[config.mk]
export PLATFORM = sky130hd
export DESIGN_NAME = hle_link_b_error_log
export DESIGN_NICKNAME = d
export VERILOG_FILES = /design/src/hle_pkg.sv /design/src/hle_link_b_error_log.sv /design/src/hle_w1c_flag.sv
export SDC_FILE = /design/constraint.sdc
export NUM_CORES = 1
export LEC_CHECK = 0
export BUFFER_PORTS_ARGS = -buffer_cell sky130_fd_sc_hd__buf_2
export CORE_ASPECT_RATIO = 1.4
export CORE_UTILIZATION = 56
export DETAILED_ROUTE_END_ITERATION = 10
export PLACE_DENSITY_LB_ADDON = 0.25
export SLEW_MARGIN = 40
export SYNTH_ARGS = -nofsm -noshare
export SYNTH_HDL_FRONTEND = slang
export SYNTH_SLANG_ARGS = --single-unit
[constraint.sdc]
create_clock -name clock -period 2.41 [get_ports clock]
set_clock_uncertainty 0.15 [all_clocks]
set_input_delay 0.482 -clock clock [delete_from_list [all_inputs] [get_ports clock]]
set_output_delay 0.482 -clock clock [all_outputs]
set_load 0.1 [all_outputs]
[src/hle_pkg.sv]
// Purpose: constants for the second hub link error log and system-error enable bank
// Assumes: byte-wide configuration access, byte address on the port
// Notes:   flag layout shared by the first-error and next-error logs
package hle_pkg;
    localparam int         FLAG_W        = 8;
    localparam int         NUM_EVT       = 7;
    localparam int         NUM_SERR      = 6;
    localparam logic [7:0] OFS_FIRST_ERR = 8'h80;
    localparam logic [7:0] OFS_NEXT_ERR  = 8'h82;
    localparam logic [7:0] OFS_SERR_EN   = 8'hA0;
    localparam logic [7:0] OFS_MGMT_EN   = 8'hA2;
    localparam logic [7:0] OFS_CFGI_EN   = 8'hA4;
    localparam logic [7:0] FLAG_RST      = 8'h00;
    localparam logic [7:0] FLAG_MASK     = 8'h7F;
    localparam logic [7:0] SERR_EN_MASK  = 8'h3F;
    localparam logic [7:0] IRQ_EN_MASK   = 8'h7F;
    localparam logic [7:0] EN_RST        = 8'h00;
    localparam int         BIT_RX_SERR   = 6;
    localparam int         BIT_INV_ADDR  = 5;
    localparam int         BIT_TGT_ABORT = 4;
    localparam int         BIT_CE_HDR    = 3;
    localparam int         BIT_CE_DATA   = 2;
    localparam int         BIT_UE_HDR    = 1;
    localparam int         BIT_UE_DATA   = 0;
endpackage : hle_pkg

[src/hle_link_b_error_log.sv]
// Purpose: error logs and message enables for the second hub link
// Assumes: one clock; rst is the power-up reset; evt inputs are core-clock pulses
// Notes:   configuration reads answer one cycle after the read strobe
//
// Operation
// errors after the first logged one land in the next-error log, several bits may be set.
// the first-error log holds a single flag and takes no new one until it is empty.
// writing one to a flag bit clears it, writing zero leaves it alone.
// bit 6 records a system error received from the far end of the link.
// bit 5 records an invalid request address that will be master-aborted, abort sent or not.
// bit 4 records a target-abort completion on a cycle this device started.
// bit 3 records a single-bit correctable header or address error, even with correction off.
// bit 2 records a single-bit correctable data error, even with correction off.
// bit 1 records a multi-bit uncorrectable header or address error, even with correction off.
// bit 0 records a multi-bit uncorrectable data error, even with correction off.
// an enabled bit 0 to 5 raises a system-error message when set in either log.
// a zero enable gives no system-error message, and all enables reset to zero.
// each flag can raise system error (bits 0 to 5 only), management interrupt or config interrupt by its enable.
// software enables at most one message type per flag.
// the first-error log sits at 80h with the same layout, sticky and write-one-to-clear.
// reserved bits read zero and ignore writes, so bit 6 has no system-error enable.
// the flags survive platform resets and clear only on power-up or a write of one.
`timescale 1ns/10ps
module hle_link_b_error_log
    import hle_pkg::*;
(
    // clock and resets
    input  wire logic              clock,
    input  wire logic              rst,
    input  wire logic              platRst,
    // configuration access
    input  wire logic [7:0]        cfgAddr,
    input  wire logic              cfgWr,
    input  wire logic              cfgRd,
    input  wire logic [7:0]        cfgWdata,
    output logic      [7:0]        cfgRdata,
    // error events, one bit per flag
    input  wire logic [NUM_EVT-1:0] errEvt,
    // messages
    output logic                   serrMsg,
    output logic                   mgmtIrq,
    output logic                   cfgIrq
);
    logic [NUM_EVT-1:0] firstFlags;
    logic [NUM_EVT-1:0] nextFlags;
    logic [NUM_EVT-1:0] setFirst;
    logic [NUM_EVT-1:0] setNext;
    logic [NUM_EVT-1:0] clrFirst;
    logic [NUM_EVT-1:0] clrNext;
    logic [7:0]         serrEn_r;
    logic [7:0]         mgmtEn_r;
    logic [7:0]         cfgiEn_r;
    logic [7:0]         rdMux;
    logic [7:0]         anyFlag;
    logic               firstEmpty;
    logic [NUM_EVT-1:0] firstPick;

    assign firstEmpty = (firstFlags == '0);

    // lowest numbered simultaneous event takes the first-error slot
    always_comb
    begin
        firstPick = '0;
        for (int i = NUM_EVT-1; i >= 0; i--)
        begin
            if (errEvt[i])
            begin
                firstPick    = '0;
                firstPick[i] = 1'b1;
            end
        end
    end

    assign setFirst = firstEmpty ? firstPick : '0;
    assign setNext  = errEvt & ~setFirst;
    assign clrFirst = (cfgWr && cfgAddr == OFS_FIRST_ERR)
                      ? cfgWdata[NUM_EVT-1:0] : '0;
    assign clrNext  = (cfgWr && cfgAddr == OFS_NEXT_ERR)
                      ? cfgWdata[NUM_EVT-1:0] : '0;

    // flags run on the power-up reset only so they ride through platform resets
    for (genvar g = 0; g < NUM_EVT; g++)
    begin : gFlag
        hle_w1c_flag uFlag
        (
            .clock    (clock),
            .rst      (rst),
            .setFirst (setFirst[g]),
            .setNext  (setNext[g]),
            .clrFirst (clrFirst[g]),
            .clrNext  (clrNext[g]),
            .first_r  (firstFlags[g]),
            .next_r   (nextFlags[g])
        );
    end

    // system-error and management enables are not sticky: platform reset clears them too
    always_ff @(posedge clock or posedge rst)
    begin
        if (rst)
            serrEn_r <= EN_RST;
        else if (platRst)
            serrEn_r <= EN_RST;
        else if (cfgWr && cfgAddr == OFS_SERR_EN)
            serrEn_r <= cfgWdata & SERR_EN_MASK;
    end

    always_ff @(posedge clock or posedge rst)
    begin
        if (rst)
            mgmtEn_r <= EN_RST;
        else if (platRst)
            mgmtEn_r <= EN_RST;
        else if (cfgWr && cfgAddr == OFS_MGMT_EN)
            mgmtEn_r <= cfgWdata & IRQ_EN_MASK;
    end

    // config interrupt enables are sticky like the flags
    always_ff @(posedge clock or posedge rst)
    begin
        if (rst)
            cfgiEn_r <= EN_RST;
        else if (cfgWr && cfgAddr == OFS_CFGI_EN)
            cfgiEn_r <= cfgWdata & IRQ_EN_MASK;
    end

    assign anyFlag = {1'b0, firstFlags | nextFlags};

    // no arbitration among message types; software keeps them exclusive
    always_ff @(posedge clock or posedge rst)
    begin
        if (rst)
        begin
            serrMsg <= 1'b0;
            mgmtIrq <= 1'b0;
            cfgIrq  <= 1'b0;
        end
        else
        begin
            serrMsg <= |(anyFlag & serrEn_r);
            mgmtIrq <= |(anyFlag & mgmtEn_r);
            cfgIrq  <= |(anyFlag & cfgiEn_r);
        end
    end

    always_comb
    begin
        case (cfgAddr)
            OFS_FIRST_ERR: rdMux = {1'b0, firstFlags} & FLAG_MASK;
            OFS_NEXT_ERR:  rdMux = {1'b0, nextFlags} & FLAG_MASK;
            OFS_SERR_EN:   rdMux = serrEn_r;
            OFS_MGMT_EN:   rdMux = mgmtEn_r;
            OFS_CFGI_EN:   rdMux = cfgiEn_r;
            default:       rdMux = 8'h00;
        endcase
    end

    always_ff @(posedge clock or posedge rst)
    begin
        if (rst)
            cfgRdata <= 8'h00;
        else if (cfgRd)
            cfgRdata <= rdMux;
    end

    // with the first log empty an event lands there instead, so these wait for it to be taken
    a_next_sets: assert property (@(posedge clock) disable iff (rst)
        (errEvt[BIT_RX_SERR] && !firstEmpty) |=> nextFlags[BIT_RX_SERR])
        else $error("received system error not logged in next log");
    a_inv_addr: assert property (@(posedge clock) disable iff (rst)
        (errEvt[BIT_INV_ADDR] && !firstEmpty) |=> nextFlags[BIT_INV_ADDR])
        else $error("invalid address not logged");
    a_tgt_abort: assert property (@(posedge clock) disable iff (rst)
        (errEvt[BIT_TGT_ABORT] && !firstEmpty) |=> nextFlags[BIT_TGT_ABORT])
        else $error("target abort not logged");
    a_ecc_next: assert property (@(posedge clock) disable iff (rst)
        (|errEvt[BIT_CE_HDR:BIT_UE_DATA] && !firstEmpty)
        |=> ((nextFlags[3:0] & $past(errEvt[3:0])) == $past(errEvt[3:0])))
        else $error("ecc error not logged");
    a_first_single: assert property (@(posedge clock) disable iff (rst)
        $onehot0(firstFlags))
        else $error("first log holds more than one flag");
    a_first_hold: assert property (@(posedge clock) disable iff (rst)
        (!firstEmpty && clrFirst == '0) |=> $stable(firstFlags))
        else $error("first log changed while occupied");
    a_w1c_clear: assert property (@(posedge clock) disable iff (rst)
        (clrNext[BIT_UE_DATA] && !setNext[BIT_UE_DATA]) |=> !nextFlags[BIT_UE_DATA])
        else $error("write one did not clear flag");
    a_w0_keep: assert property (@(posedge clock) disable iff (rst)
        (nextFlags[BIT_UE_HDR] && !clrNext[BIT_UE_HDR]) |=> nextFlags[BIT_UE_HDR])
        else $error("flag lost without a clear");
    a_serr_gate: assert property (@(posedge clock) disable iff (rst)
        (|((firstFlags[NUM_SERR-1:0] | nextFlags[NUM_SERR-1:0]) & serrEn_r[NUM_SERR-1:0]))
        |=> serrMsg)
        else $error("enabled flag gave no system error message");
    a_serr_rsvd: assert property (@(posedge clock) disable iff (rst)
        serrEn_r[7:6] == 2'b00)
        else $error("reserved enable bits set");
    a_plat_keep: assert property (@(posedge clock) disable iff (rst)
        (platRst && nextFlags[BIT_CE_DATA] && !clrNext[BIT_CE_DATA])
        |=> nextFlags[BIT_CE_DATA])
        else $error("flag lost on platform reset");

    // slot, quiet outputs, enables on platform reset and reserved read bits
    a_first_set: assert property (@(posedge clock) disable iff (rst)
        (firstEmpty && |errEvt) |=> !firstEmpty)
        else $error("event with empty first log not logged there");
    a_serr_quiet: assert property (@(posedge clock) disable iff (rst)
        (((firstFlags[NUM_SERR-1:0] | nextFlags[NUM_SERR-1:0]) & serrEn_r[NUM_SERR-1:0]) == '0)
        |=> !serrMsg)
        else $error("system error message without an enabled flag");
    a_mgmt_gate: assert property (@(posedge clock) disable iff (rst)
        ((anyFlag & mgmtEn_r) == 8'h00) |=> !mgmtIrq)
        else $error("management interrupt without an enabled flag");
    a_cfgi_gate: assert property (@(posedge clock) disable iff (rst)
        ((anyFlag & cfgiEn_r) == 8'h00) |=> !cfgIrq)
        else $error("config interrupt without an enabled flag");
    a_plat_enables: assert property (@(posedge clock) disable iff (rst)
        platRst |=> (serrEn_r == EN_RST && mgmtEn_r == EN_RST))
        else $error("platform reset left an enable set");
    a_rsvd_read: assert property (@(posedge clock) disable iff (rst)
        (cfgRd && (cfgAddr == OFS_FIRST_ERR || cfgAddr == OFS_NEXT_ERR)) |=> !cfgRdata[7])
        else $error("reserved log bit read as one");
endmodule : hle_link_b_error_log

[src/hle_w1c_flag.sv]
// Purpose: one sticky write-one-to-clear error flag pair (first and next log)
// Assumes: events and writes on the core clock
// Notes:   cleared only by power-up reset or a write of one
`timescale 1ns/10ps
module hle_w1c_flag
(
    // clock and power-up reset
    input  wire logic clock,
    input  wire logic rst,
    // event and clears
    input  wire logic setFirst,
    input  wire logic setNext,
    input  wire logic clrFirst,
    input  wire logic clrNext,
    // state
    output logic      first_r,
    output logic      next_r
);
    // set wins over a clear in the same cycle
    always_ff @(posedge clock or posedge rst)
    begin
        if (rst)
            first_r <= 1'b0;
        else if (setFirst)
            first_r <= 1'b1;
        else if (clrFirst)
            first_r <= 1'b0;
    end

    always_ff @(posedge clock or posedge rst)
    begin
        if (rst)
            next_r <= 1'b0;
        else if (setNext)
            next_r <= 1'b1;
        else if (clrNext)
            next_r <= 1'b0;
    end
endmodule : hle_w1c_flag
# After elaboration in Yosys (flattened, before gate mapping)
# Index checks and enable logic that the tools add are counted.
totals:
  ff_bits: 48
  in_bits: 28
  output_inout_bits: 11
  wordCells: 100
op_classes:
  n_eq_ne: 5
  n_mux: 43
  bitwise: 6
  reduce_logical: 25
op_table:
  columns: ["operator", "n"]
  rows:
  - ["$mux W7", 10]
  - ["$eq A8 B8 Y1 const B", 5]
  - ["$pmux W8 S5", 1]
  - ["$mux W8", 4]
  - ["$reduce_bool A2 Y1", 16]
  - ["$mux W1", 28]
  - ["$reduce_or A8 Y1", 3]
  - ["$and A7 B8 Y8", 2]
  - ["$and A7 B7 Y7", 2]
  - ["$logic_not A7 Y1", 1]
  - ["$not A7 Y7", 1]
  - ["$or A7 B7 Y7", 1]
  - ["$logic_and A1 B1 Y1", 5]

# Longest topological paths before layout
# Gate-level depths: netlist of run 1.
depth:
  word_depth: 11
  ltp_mapped: 5
  ltp_nobuf: 4

# Modules after synthesis
# From an unflattened synthesis of run 1, not the netlist that was laid out.
hier_totals:
  cells_unflattened: 252
  hier_area_um2: 2451.1
modules_own_cells:
  columns: ["mod", "instances", "cells_per_inst", "area_per_inst_um2", "seq_area_each_um2"]
  rows:
  - ["hle_link_b_error_log", 1, 203, 1916.8, 750.7]
  - ["hle_w1c_flag", 7, 7, 76.3, 50.0]

# Least setup slack after synthesis of run 1
# No wires, ideal clock.
synth_timing:
  path_type: "input -> register"
  from: "in cfgAddr[2]"
  to: "reg gFlag[4].uFlag.next_r"
  setup_ns: 0.121
  arrival_time_ns: 1.620
  t_required_ns: 2.139
  path_slack_ns: 0.519
  path_stages: 5
  path_buffers: 1
  cell_sequence: "buf_6 or4b_4 nor3_4 nand2_1 a22o_1"
synth_between:
  elab_chain_len: 4
synth_lines:
  columns: ["item", "line", "source"]
  rows:
  - ["from (decl)", "hle_link_b_error_log.sv:32", "input wire logic [7:0] cfgAddr,"]
  - ["$eq A8 B8 Y1", "hle_link_b_error_log.sv:78", "assign clrNext = (cfgWr && cfgAddr == OFS_NEXT_ERR)"]
  - ["$logic_and A1 B1 Y1", "hle_link_b_error_log.sv:78", null]
  - ["$mux W7", "hle_link_b_error_log.sv:79", "? cfgWdata[NUM_EVT-1:0] : '0;"]
  - ["$reduce_bool A2 Y1 (no line)", null, null]
  - ["to (signal assigned)", "hle_w1c_flag.sv:33", "next_r <= 1'b0;"]
  - ["to (signal assigned)", "hle_w1c_flag.sv:35", "next_r <= 1'b1;"]
  - ["to (signal assigned)", "hle_w1c_flag.sv:37", "next_r <= 1'b0;"]
  - ["to (decl)", "hle_w1c_flag.sv:17", "output logic next_r"]
# No other way between the ends.
# A chain may end at the register's enable or synchronous reset.

# Worst setup path after layout of run 1
layout_timing:
  from: "reg gFlag[4].uFlag.first_r"
  to: "reg gFlag[6].uFlag.first_r"
layout_between:
  elab_chain_len: 3
  word_cells_on_any_way: 4
  cone_classes: "mux (2); reduce/logical (2)"
layout_lines:
  columns: ["item", "line", "source"]
  rows:
  - ["from (decl)", "hle_w1c_flag.sv:16", "output logic first_r,"]
  - ["from (signal assigned)", "hle_w1c_flag.sv:23", "first_r <= 1'b0;"]
  - ["from (signal assigned)", "hle_w1c_flag.sv:25", "first_r <= 1'b1;"]
  - ["from (signal assigned)", "hle_w1c_flag.sv:27", "first_r <= 1'b0;"]
  - ["$logic_not A7 Y1 *", "hle_link_b_error_log.sv:58", "assign firstEmpty = (firstFlags == '0);"]
  - ["$mux W7 *", "hle_link_b_error_log.sv:74", "assign setFirst = firstEmpty ? firstPick : '0;"]
  - ["$mux W1 or $reduce_bool A2 Y1 (tied branches)", null, null]
  - ["to (signal assigned)", "hle_w1c_flag.sv:23", null]
  - ["to (signal assigned)", "hle_w1c_flag.sv:25", null]
  - ["to (signal assigned)", "hle_w1c_flag.sv:27", null]
  - ["to (decl)", "hle_w1c_flag.sv:16", null]
# Every way passes the cells marked *; elsewhere a longest branch is shown, timed or not.

==> flow_summary.yaml, run 1 <==
placed_design:
  dp_hpwl_um: 3960
  dpl_cell_area_um2: 2540
  gp_congestion: 0.899
  dp_cells: 291
  port_buffers: 36
floorplan:
  die_area_um2: 4370
  num_rows: 27
  die_w_um: 56.2
  pin_count: 39
  coreArea_um2: 3920
  die_height_um: 77.8
  start_util_pct: 58.7
run_status:
  status: "finished, final reports clean"
synth:
  seq_area_frac_synth_pct: 47.9
  synth_warnings: 0
  avgSynthCellArea_um2: 10.8
  synth_edf_count: 0
  synthesis.area_um2: 2300
  async_flop_share_pct: 100
  synth_cell_types: 47
  syn_inst: 213
  syn_nets: 241
  synth_seq_cells: 44
  synth_ff_type: "dfrtp_1"
sta:
  finalHoldViolations: 0
  rsz0062_at_grt: "false"
  worst_pin_slew_ns: 0.534
  fmax_mhz: 488
  slew_viol_final: 0
  timing.slew.headroom_pct: 64.4
  setup_viol: 0
  finalCriticalPeriod_ns: 2.05
  fin_tns_setup_ns: 0
  min_period_over_period_pct: 85.0
power_and_ir_drop:
  switching_share_pct: 29.5
  finalPower_mw: 1.55
  p_per_area_nw_per_um2: 589
  leakagePower_nw: 1.32
  power.clock.fraction_pct: 30.6
  p_sw_mw: 0.458
  ir_drop_mv: 0.521
  combPwrFrac_pct: 13.5
  power_frac_seq_pct: 55.9
  internal_power_mw: 1.10
cells_and_area:
  fin_util_pct: 67.3
  fin_area_um2: 2640
  regArea_um2: 1100
  drive_above_1_share_pct: 27.0
  fin_nets: 283
  multi_input_area_um2: 1130
  fin_cells: 299
  synthToLayoutAreaGrowth_pct: 14.7
  n_antenna_cell: 0
  fill_cells: 311
critical_path:
  crit_type: "reg -> reg"
  crit_top_cell: "nor3_1"
  start_kind: "flip-flop"
  path_delay_family: "simple AND/OR/NAND/NOR gates"
  endpoint: "gFlag[6].uFlag.first_r$_DFFE_PP0P_"
  cp_max_fo: 6
  cp.depth: 4
  r2r_slack_ns: 0.36
  reg2reg_depth: 4
  crit_slowest_cell: "nor3_1"
  startpoint: "gFlag[4].uFlag.first_r$_DFFE_PP0P_"
  r2r_start: "gFlag[4].uFlag.first_r$_DFFE_PP0P_"
  cp.required_ns: 2.49
  worst-path-buf-inv: 0
  r2r-end: "gFlag[6].uFlag.first_r$_DFFE_PP0P_"
  arrival_ns: 2.13
  crit_chain: "nor3_1, nand3_1, nor3_1, a22o_1"
  critPathMaxStageDelay_ns: 0.47
  cp-end-kind: "flip-flop"
global_route:
  grt_pass1_vias: 1710
  grt_remaining_overflow: 0
  grt_usage_pct: 26.0
  antenna_found_initial: 0
  grt_pass1_wl_um: 8700
  grt_max_degree: 45
clock_tree:
  root_buffer: "clkbuf_8"
  cts_made_buffers: 5
  path_clk_slew_ns: 0.08
  clock_latency_ns: 0.29
  cts_tree: "yes"
  htree_levels: 2
  postCtsHoldBufs: 0
  cts.repair.resized: 0
  clock_sinks: 44
  max-clock-path-buffers: 2
  postCtsSetupRepairBufs: 0
drt:
  drc: 0
  drt_wl_total_um: 5380
  wl_per_cell_um: 18.0
  detail-route-antenna-nets: 0
  vias: 1834
  drtPass1Iterations: 4
  drtIter0Drc: 80
  viasPerCell: 6.13
flow_run:
  maxCapViolations: 0
hold_path:
  hp-class: "in -> async"
[metal layers]
layer / up-vias / wire length, um / track usage (%)
met5: - / 0 / 0
met4: 0 / 46 / 6.10
met3: 5 / 197 / 5.33
met2: 46 / 2740 / 44.2
met1: 904 / 2400 / 34.2
li1: 879 / - / -
[cells by family after synthesis]
group | Yosys count | share of synthesized area (%)
DFF | 44 | 47.9
and+or+nand+nor | 74 | 19.5
muxes | 27 | 12.1
other | 1 | 0.163
buffers and inverters | 15 | 2.99
AOI/OAI and AO/OA | 52 | 17.3
[cell type report]
class | instances | share of cell area (%)
Clock buffer | 7 | 3.27
Clock inverter | 1 | 0.284
Sequential cell | 44 | 41.7
Inverter | 7 | 0.996
Tap cell | 43 | 2.04
Multi-Input combinational cell | 154 | 42.9
Timing Repair Buffer | 43 | 8.82
[sequential cells by signal (all words and copies together), names as in the netlist]
| name | count |
|---|---|
| cfgIrq | 1 |
| serrMsg | 1 |
| mgmtEn_r | 7 |
| serrEn_r | 6 |
| cfgiEn_r | 7 |
| gFlag.uFlag.first_r | 7 |
| mgmtIrq | 1 |
| gFlag.uFlag.next_r | 7 |
| cfgRdata | 7 |
[worst min-delay path: stages]
cell   delay (ns)
buf_2        0.09
inv_1        0.04
buf_4        0.45
[worst min path at each step]
stage,from,endpoint,slack (ns),cells after the start
detailed placement,cfgRdata[1]$_DFFE_PP0P_,cfgRdata[1]$_DFFE_PP0P_,0.34,2
global placement,cfgRdata[1]$_DFFE_PP0P_,cfgRdata[1]$_DFFE_PP0P_,0.33,2
CTS,rst,gFlag[4].uFlag.first_r$_DFFE_PP0P_,0.19,3
finish,rst,serrEn_r[0]$_DFFE_PP0P_,0.17,3
global route,rst,serrEn_r[0]$_DFFE_PP0P_,0.21,3
floorplan,serrEn_r[0]$_DFFE_PP0P_,serrMsg$_DFF_PP0_,0.33,2
[layout by cell type (no fill, tap or decap), types with 7 or more instances in the layout]
cell type,synthesis,layout
dfrtp_1,44,44
buf_2,1,36
nand2_1,21,21
mux2i_1,20,20
nor2_1,15,15
a22o_1,13,13
o21ai_0,13,13
o2bb2ai_1,9,9
mux2_2,7,7
inv_1,7,7
buf_4,1,7
[cells in the mapped netlist (2+ instances only)]
| cell | instances | area [um2] |
|---|---|---|
| nor2b_1 | 5 | 31.3 |
| a22o_1 | 13 | 114 |
| mux2_2 | 7 | 78.8 |
| clkbuf_1 | 5 | 18.8 |
| o2bb2ai_1 | 9 | 78.8 |
| mux2i_1 | 20 | 200 |
| nor3b_2 | 2 | 25.0 |
| nand3_1 | 3 | 15.0 |
| nand4_1 | 5 | 31.3 |
| or2_2 | 2 | 12.5 |
| nor4b_1 | 2 | 17.5 |
| inv_1 | 7 | 26.3 |
| nand2_1 | 21 | 78.8 |
| nor2_1 | 15 | 56.3 |
| o22ai_1 | 2 | 12.5 |
| dfrtp_1 | 44 | 1100 |
| a221o_1 | 5 | 50.1 |
| nor3_1 | 2 | 10.0 |
| a32o_1 | 2 | 20.0 |
| a21oi_1 | 2 | 10.0 |
| o21a_1 | 2 | 15.0 |
| o21ai_0 | 13 | 65.1 |
[through the flow]
stage / hold slack (ns) / setup WS (ns)
final: 0.169 / 0.363
after global routing: 0.213 / 0.296
after floorplan: 0.330 / 0.519
after detailed placement: 0.336 / 0.300
after global placement: 0.331 / 0.323
after CTS: 0.187 / 0.394
[power by group through the flow]
stage                     combinational (mW)  clock [mW]  sequential [mW]
after detailed placement               0.211           0            0.881
after global placement                 0.207           0            0.879
after floorplan                        0.111           0            0.891
final                                  0.210       0.475            0.868
after global routing                   0.228       0.509            0.878
after CTS                              0.211       0.483            0.867
(Power assumes the default switching activity.)
==> run 2: changes to the inputs <==
--- a/config.mk
+++ b/config.mk
@@ -7,7 +7,7 @@
 export LEC_CHECK = 0
 export BUFFER_PORTS_ARGS = -buffer_cell sky130_fd_sc_hd__buf_2
 export CORE_ASPECT_RATIO = 1.4
-export CORE_UTILIZATION = 56
+export CORE_UTILIZATION = 50
 export DETAILED_ROUTE_END_ITERATION = 10
 export PLACE_DENSITY_LB_ADDON = 0.25
 export SLEW_MARGIN = 40
==> constraint.sdc (replaced) <==
create_clock -name clock -period 1.7 [get_ports clock]
set_clock_uncertainty 0.15 [all_clocks]
set_input_delay 0.34 -clock clock [delete_from_list [all_inputs] [get_ports clock]]
set_output_delay 0.34 -clock clock [all_outputs]
set_load 0.1 [all_outputs]
==> run 2 against run 1 <==
- the run now ends with negative setup slack left
- worst setup slack lost 0.39 ns
- final area increased by 10%
- total power up 52%
- sequential share of layout area shrank 3.8 points
- clock power rose by 44%
- global-route usage is essentially flat
- first-iteration DRC count is 19% higher
- sequential cell count unchanged
- sequential power grew 36%
- via count is 5.8% higher
- count of clock-buffer cells in the layout is the same
- final cell count is 14% higher
- critical path type unchanged
- largest cell class unchanged
- highest routed layer unchanged
==> flow_summary.yaml, run 2 (same netlist as run 1, synthesis figures left out) <==
floorplan:
  pin_count: 39
  num_rows: 28
  die_w_um: 59.3
  die_area_um2: 4880
  die_height_um: 82.3
  start_util_pct: 53.4
  coreArea_um2: 4310
clock_tree:
  cts_tree: "yes"
  cts_made_buffers: 5
  clock_latency_ns: 0.30
  path_clk_slew_ns: 0.08
  clock_sinks: 44
  postCtsSetupRepairBufs: 0
  max-clock-path-buffers: 2
  root_buffer: "clkbuf_8"
  htree_levels: 2
global_route:
  grt_max_degree: 45
  grt_remaining_overflow: 0
  grt_pass1_wl_um: 9250
  grt_pass1_vias: 1897
  antenna_found_initial: 0
  grt_usage_pct: 26.0
cells_and_area:
  fill_cells: 370
  n_antenna_cell: 0
  final_common_cell: "dfrtp_1"
  drive_above_1_share_pct: 34.6
  synthToLayoutAreaGrowth_pct: 26.3
  final_cell_mix: "dfrtp_1, buf_2, buf_4, nand2_1, mux2i_1"
  fin_nets: 307
sta:
  finalCriticalPeriod_ns: 1.73
  setup_viol: 2
  finalWorstSetupSlack_ns: -0.0266
  min_period_over_period_pct: 102
  timing.hold.ws_ns: 0.139
  fin_tns_setup_ns: -0.0503
  fmax_mhz: 579
  rsz0062_at_grt: "true"
  slew_viol_final: 0
  finalHoldViolations: 0
power_and_ir_drop:
  ir_drop_mv: 0.590
  p_per_area_nw_per_um2: 814
  finalPower_mw: 2.37
  leakagePower_nw: 1.45
critical_path:
  crit_type: "reg -> reg"
  cp_max_fo: 2
  cp-end-kind: "flip-flop"
  start_kind: "flip-flop"
  arrival_ns: 1.77
  cp.required_ns: 1.74
drt:
  wl_per_cell_um: 16.5
  drtIter0Drc: 95
  drt_wl_total_um: 5620
  drc: 0
  vias: 1941
  detail-route-antenna-nets: 0
  drtPass1Iterations: 4
  viasPerCell: 5.71
hold_path:
  hp-class: "in -> reg"
run_status:
  status: "complete, but fails checks"
  failed_checks: "negative setup slack"
flow_run:
  maxCapViolations: 0
placed_design:
  port_buffers: 36
  dp_hpwl_um: 4310
  gp_congestion: 0.867
## run 2: cell types whose count changed in the layout (fill, tap and decap cells not counted), sizes merged
cell         delta
inv             -1
clkinv          +1
buf            +23
dlygate4sd3     +1
## run 2: report_power, final
group          switching [mW]  internal (mW)  leakage [nW]  total [mW]
Sequential             0.0636           1.11         0.564        1.18
Clock                   0.356          0.330        0.0445       0.686
Combinational           0.274          0.228         0.840       0.502
## run 2: stage by stage
| stage | instance area [um2] | setup slack, ns | instances | utilization (%) |
|---|---|---|---|---|
| floorplan | 2300 | -0.0388 | 213 | - |
| global placement | 2780 | -0.162 | 331 | 64.4 |
| detailed placement | 2780 | -0.167 | 331 | 64.4 |
| CTS | 2890 | -0.0395 | 340 | 67.0 |
| global route | 2910 | -0.106 | 340 | 67.4 |
| finish | 2910 | -0.0266 | 340 | 67.4 |
## run 2: cell type report
cell class,count,area (um2),share of cell area [%]
Clock inverter,1,7.51,0.258
Multi-Input combinational cell,154,1160,39.8
Timing Repair Buffer,67,453,15.6
Sequential cell,44,1100,37.9
Clock buffer,7,86.3,2.97
Inverter,7,26.3,0.904
Tap cell,60,75.1,2.58
## run 2: worst paths after layout
path / startpoint / end / slack (ns) / cells past startpoint
setup / recovery: gFlag[0].uFlag.first_r$_DFFE_PP0P_ / gFlag[3].uFlag.next_r$_DFFE_PP0P_ / -0.03 / 4
hold / removal: errEvt[6] / gFlag[6].uFlag.first_r$_DFFE_PP0P_ / 0.14 / 2
setup reg to reg: gFlag[0].uFlag.first_r$_DFFE_PP0P_ / gFlag[3].uFlag.next_r$_DFFE_PP0P_ / -0.03 / 4
hold reg to reg: cfgRdata[1]$_DFFE_PP0P_ / cfgRdata[1]$_DFFE_PP0P_ / 0.35 / 2
max in group asynchronous: rst / serrMsg$_DFF_PP0_ / 0.73 / 4
min in group asynchronous: rst / gFlag[6].uFlag.next_r$_DFFE_PP0P_ / 0.46 / 4
## run 2: critical path, cell delays in order (launching register included)
cell and delay (ns):
dfrtp_1 0.41, nor4_4 0.29, nand2_1 0.12, or4_4 0.43
a22o_1 0.22
## run 2: timing repair
item	CTS	global route
endpoints found under the setup margin	2	18
resized for setup	2	4
hold buffers	1	0
endpoints found under the hold margin	44	0
cloned	0	0
pin swaps	4	2
## run 2: layer usage
layer | wire, um | track usage, % | vias to the layer above
met3 | 197 | 4.67 | 13
met5 | 0 | 0 | -
li1 | - | - | 926
met1 | 2420 | 31.7 | 953
met4 | 129 | 12.4 | 0
met2 | 2870 | 44.0 | 49
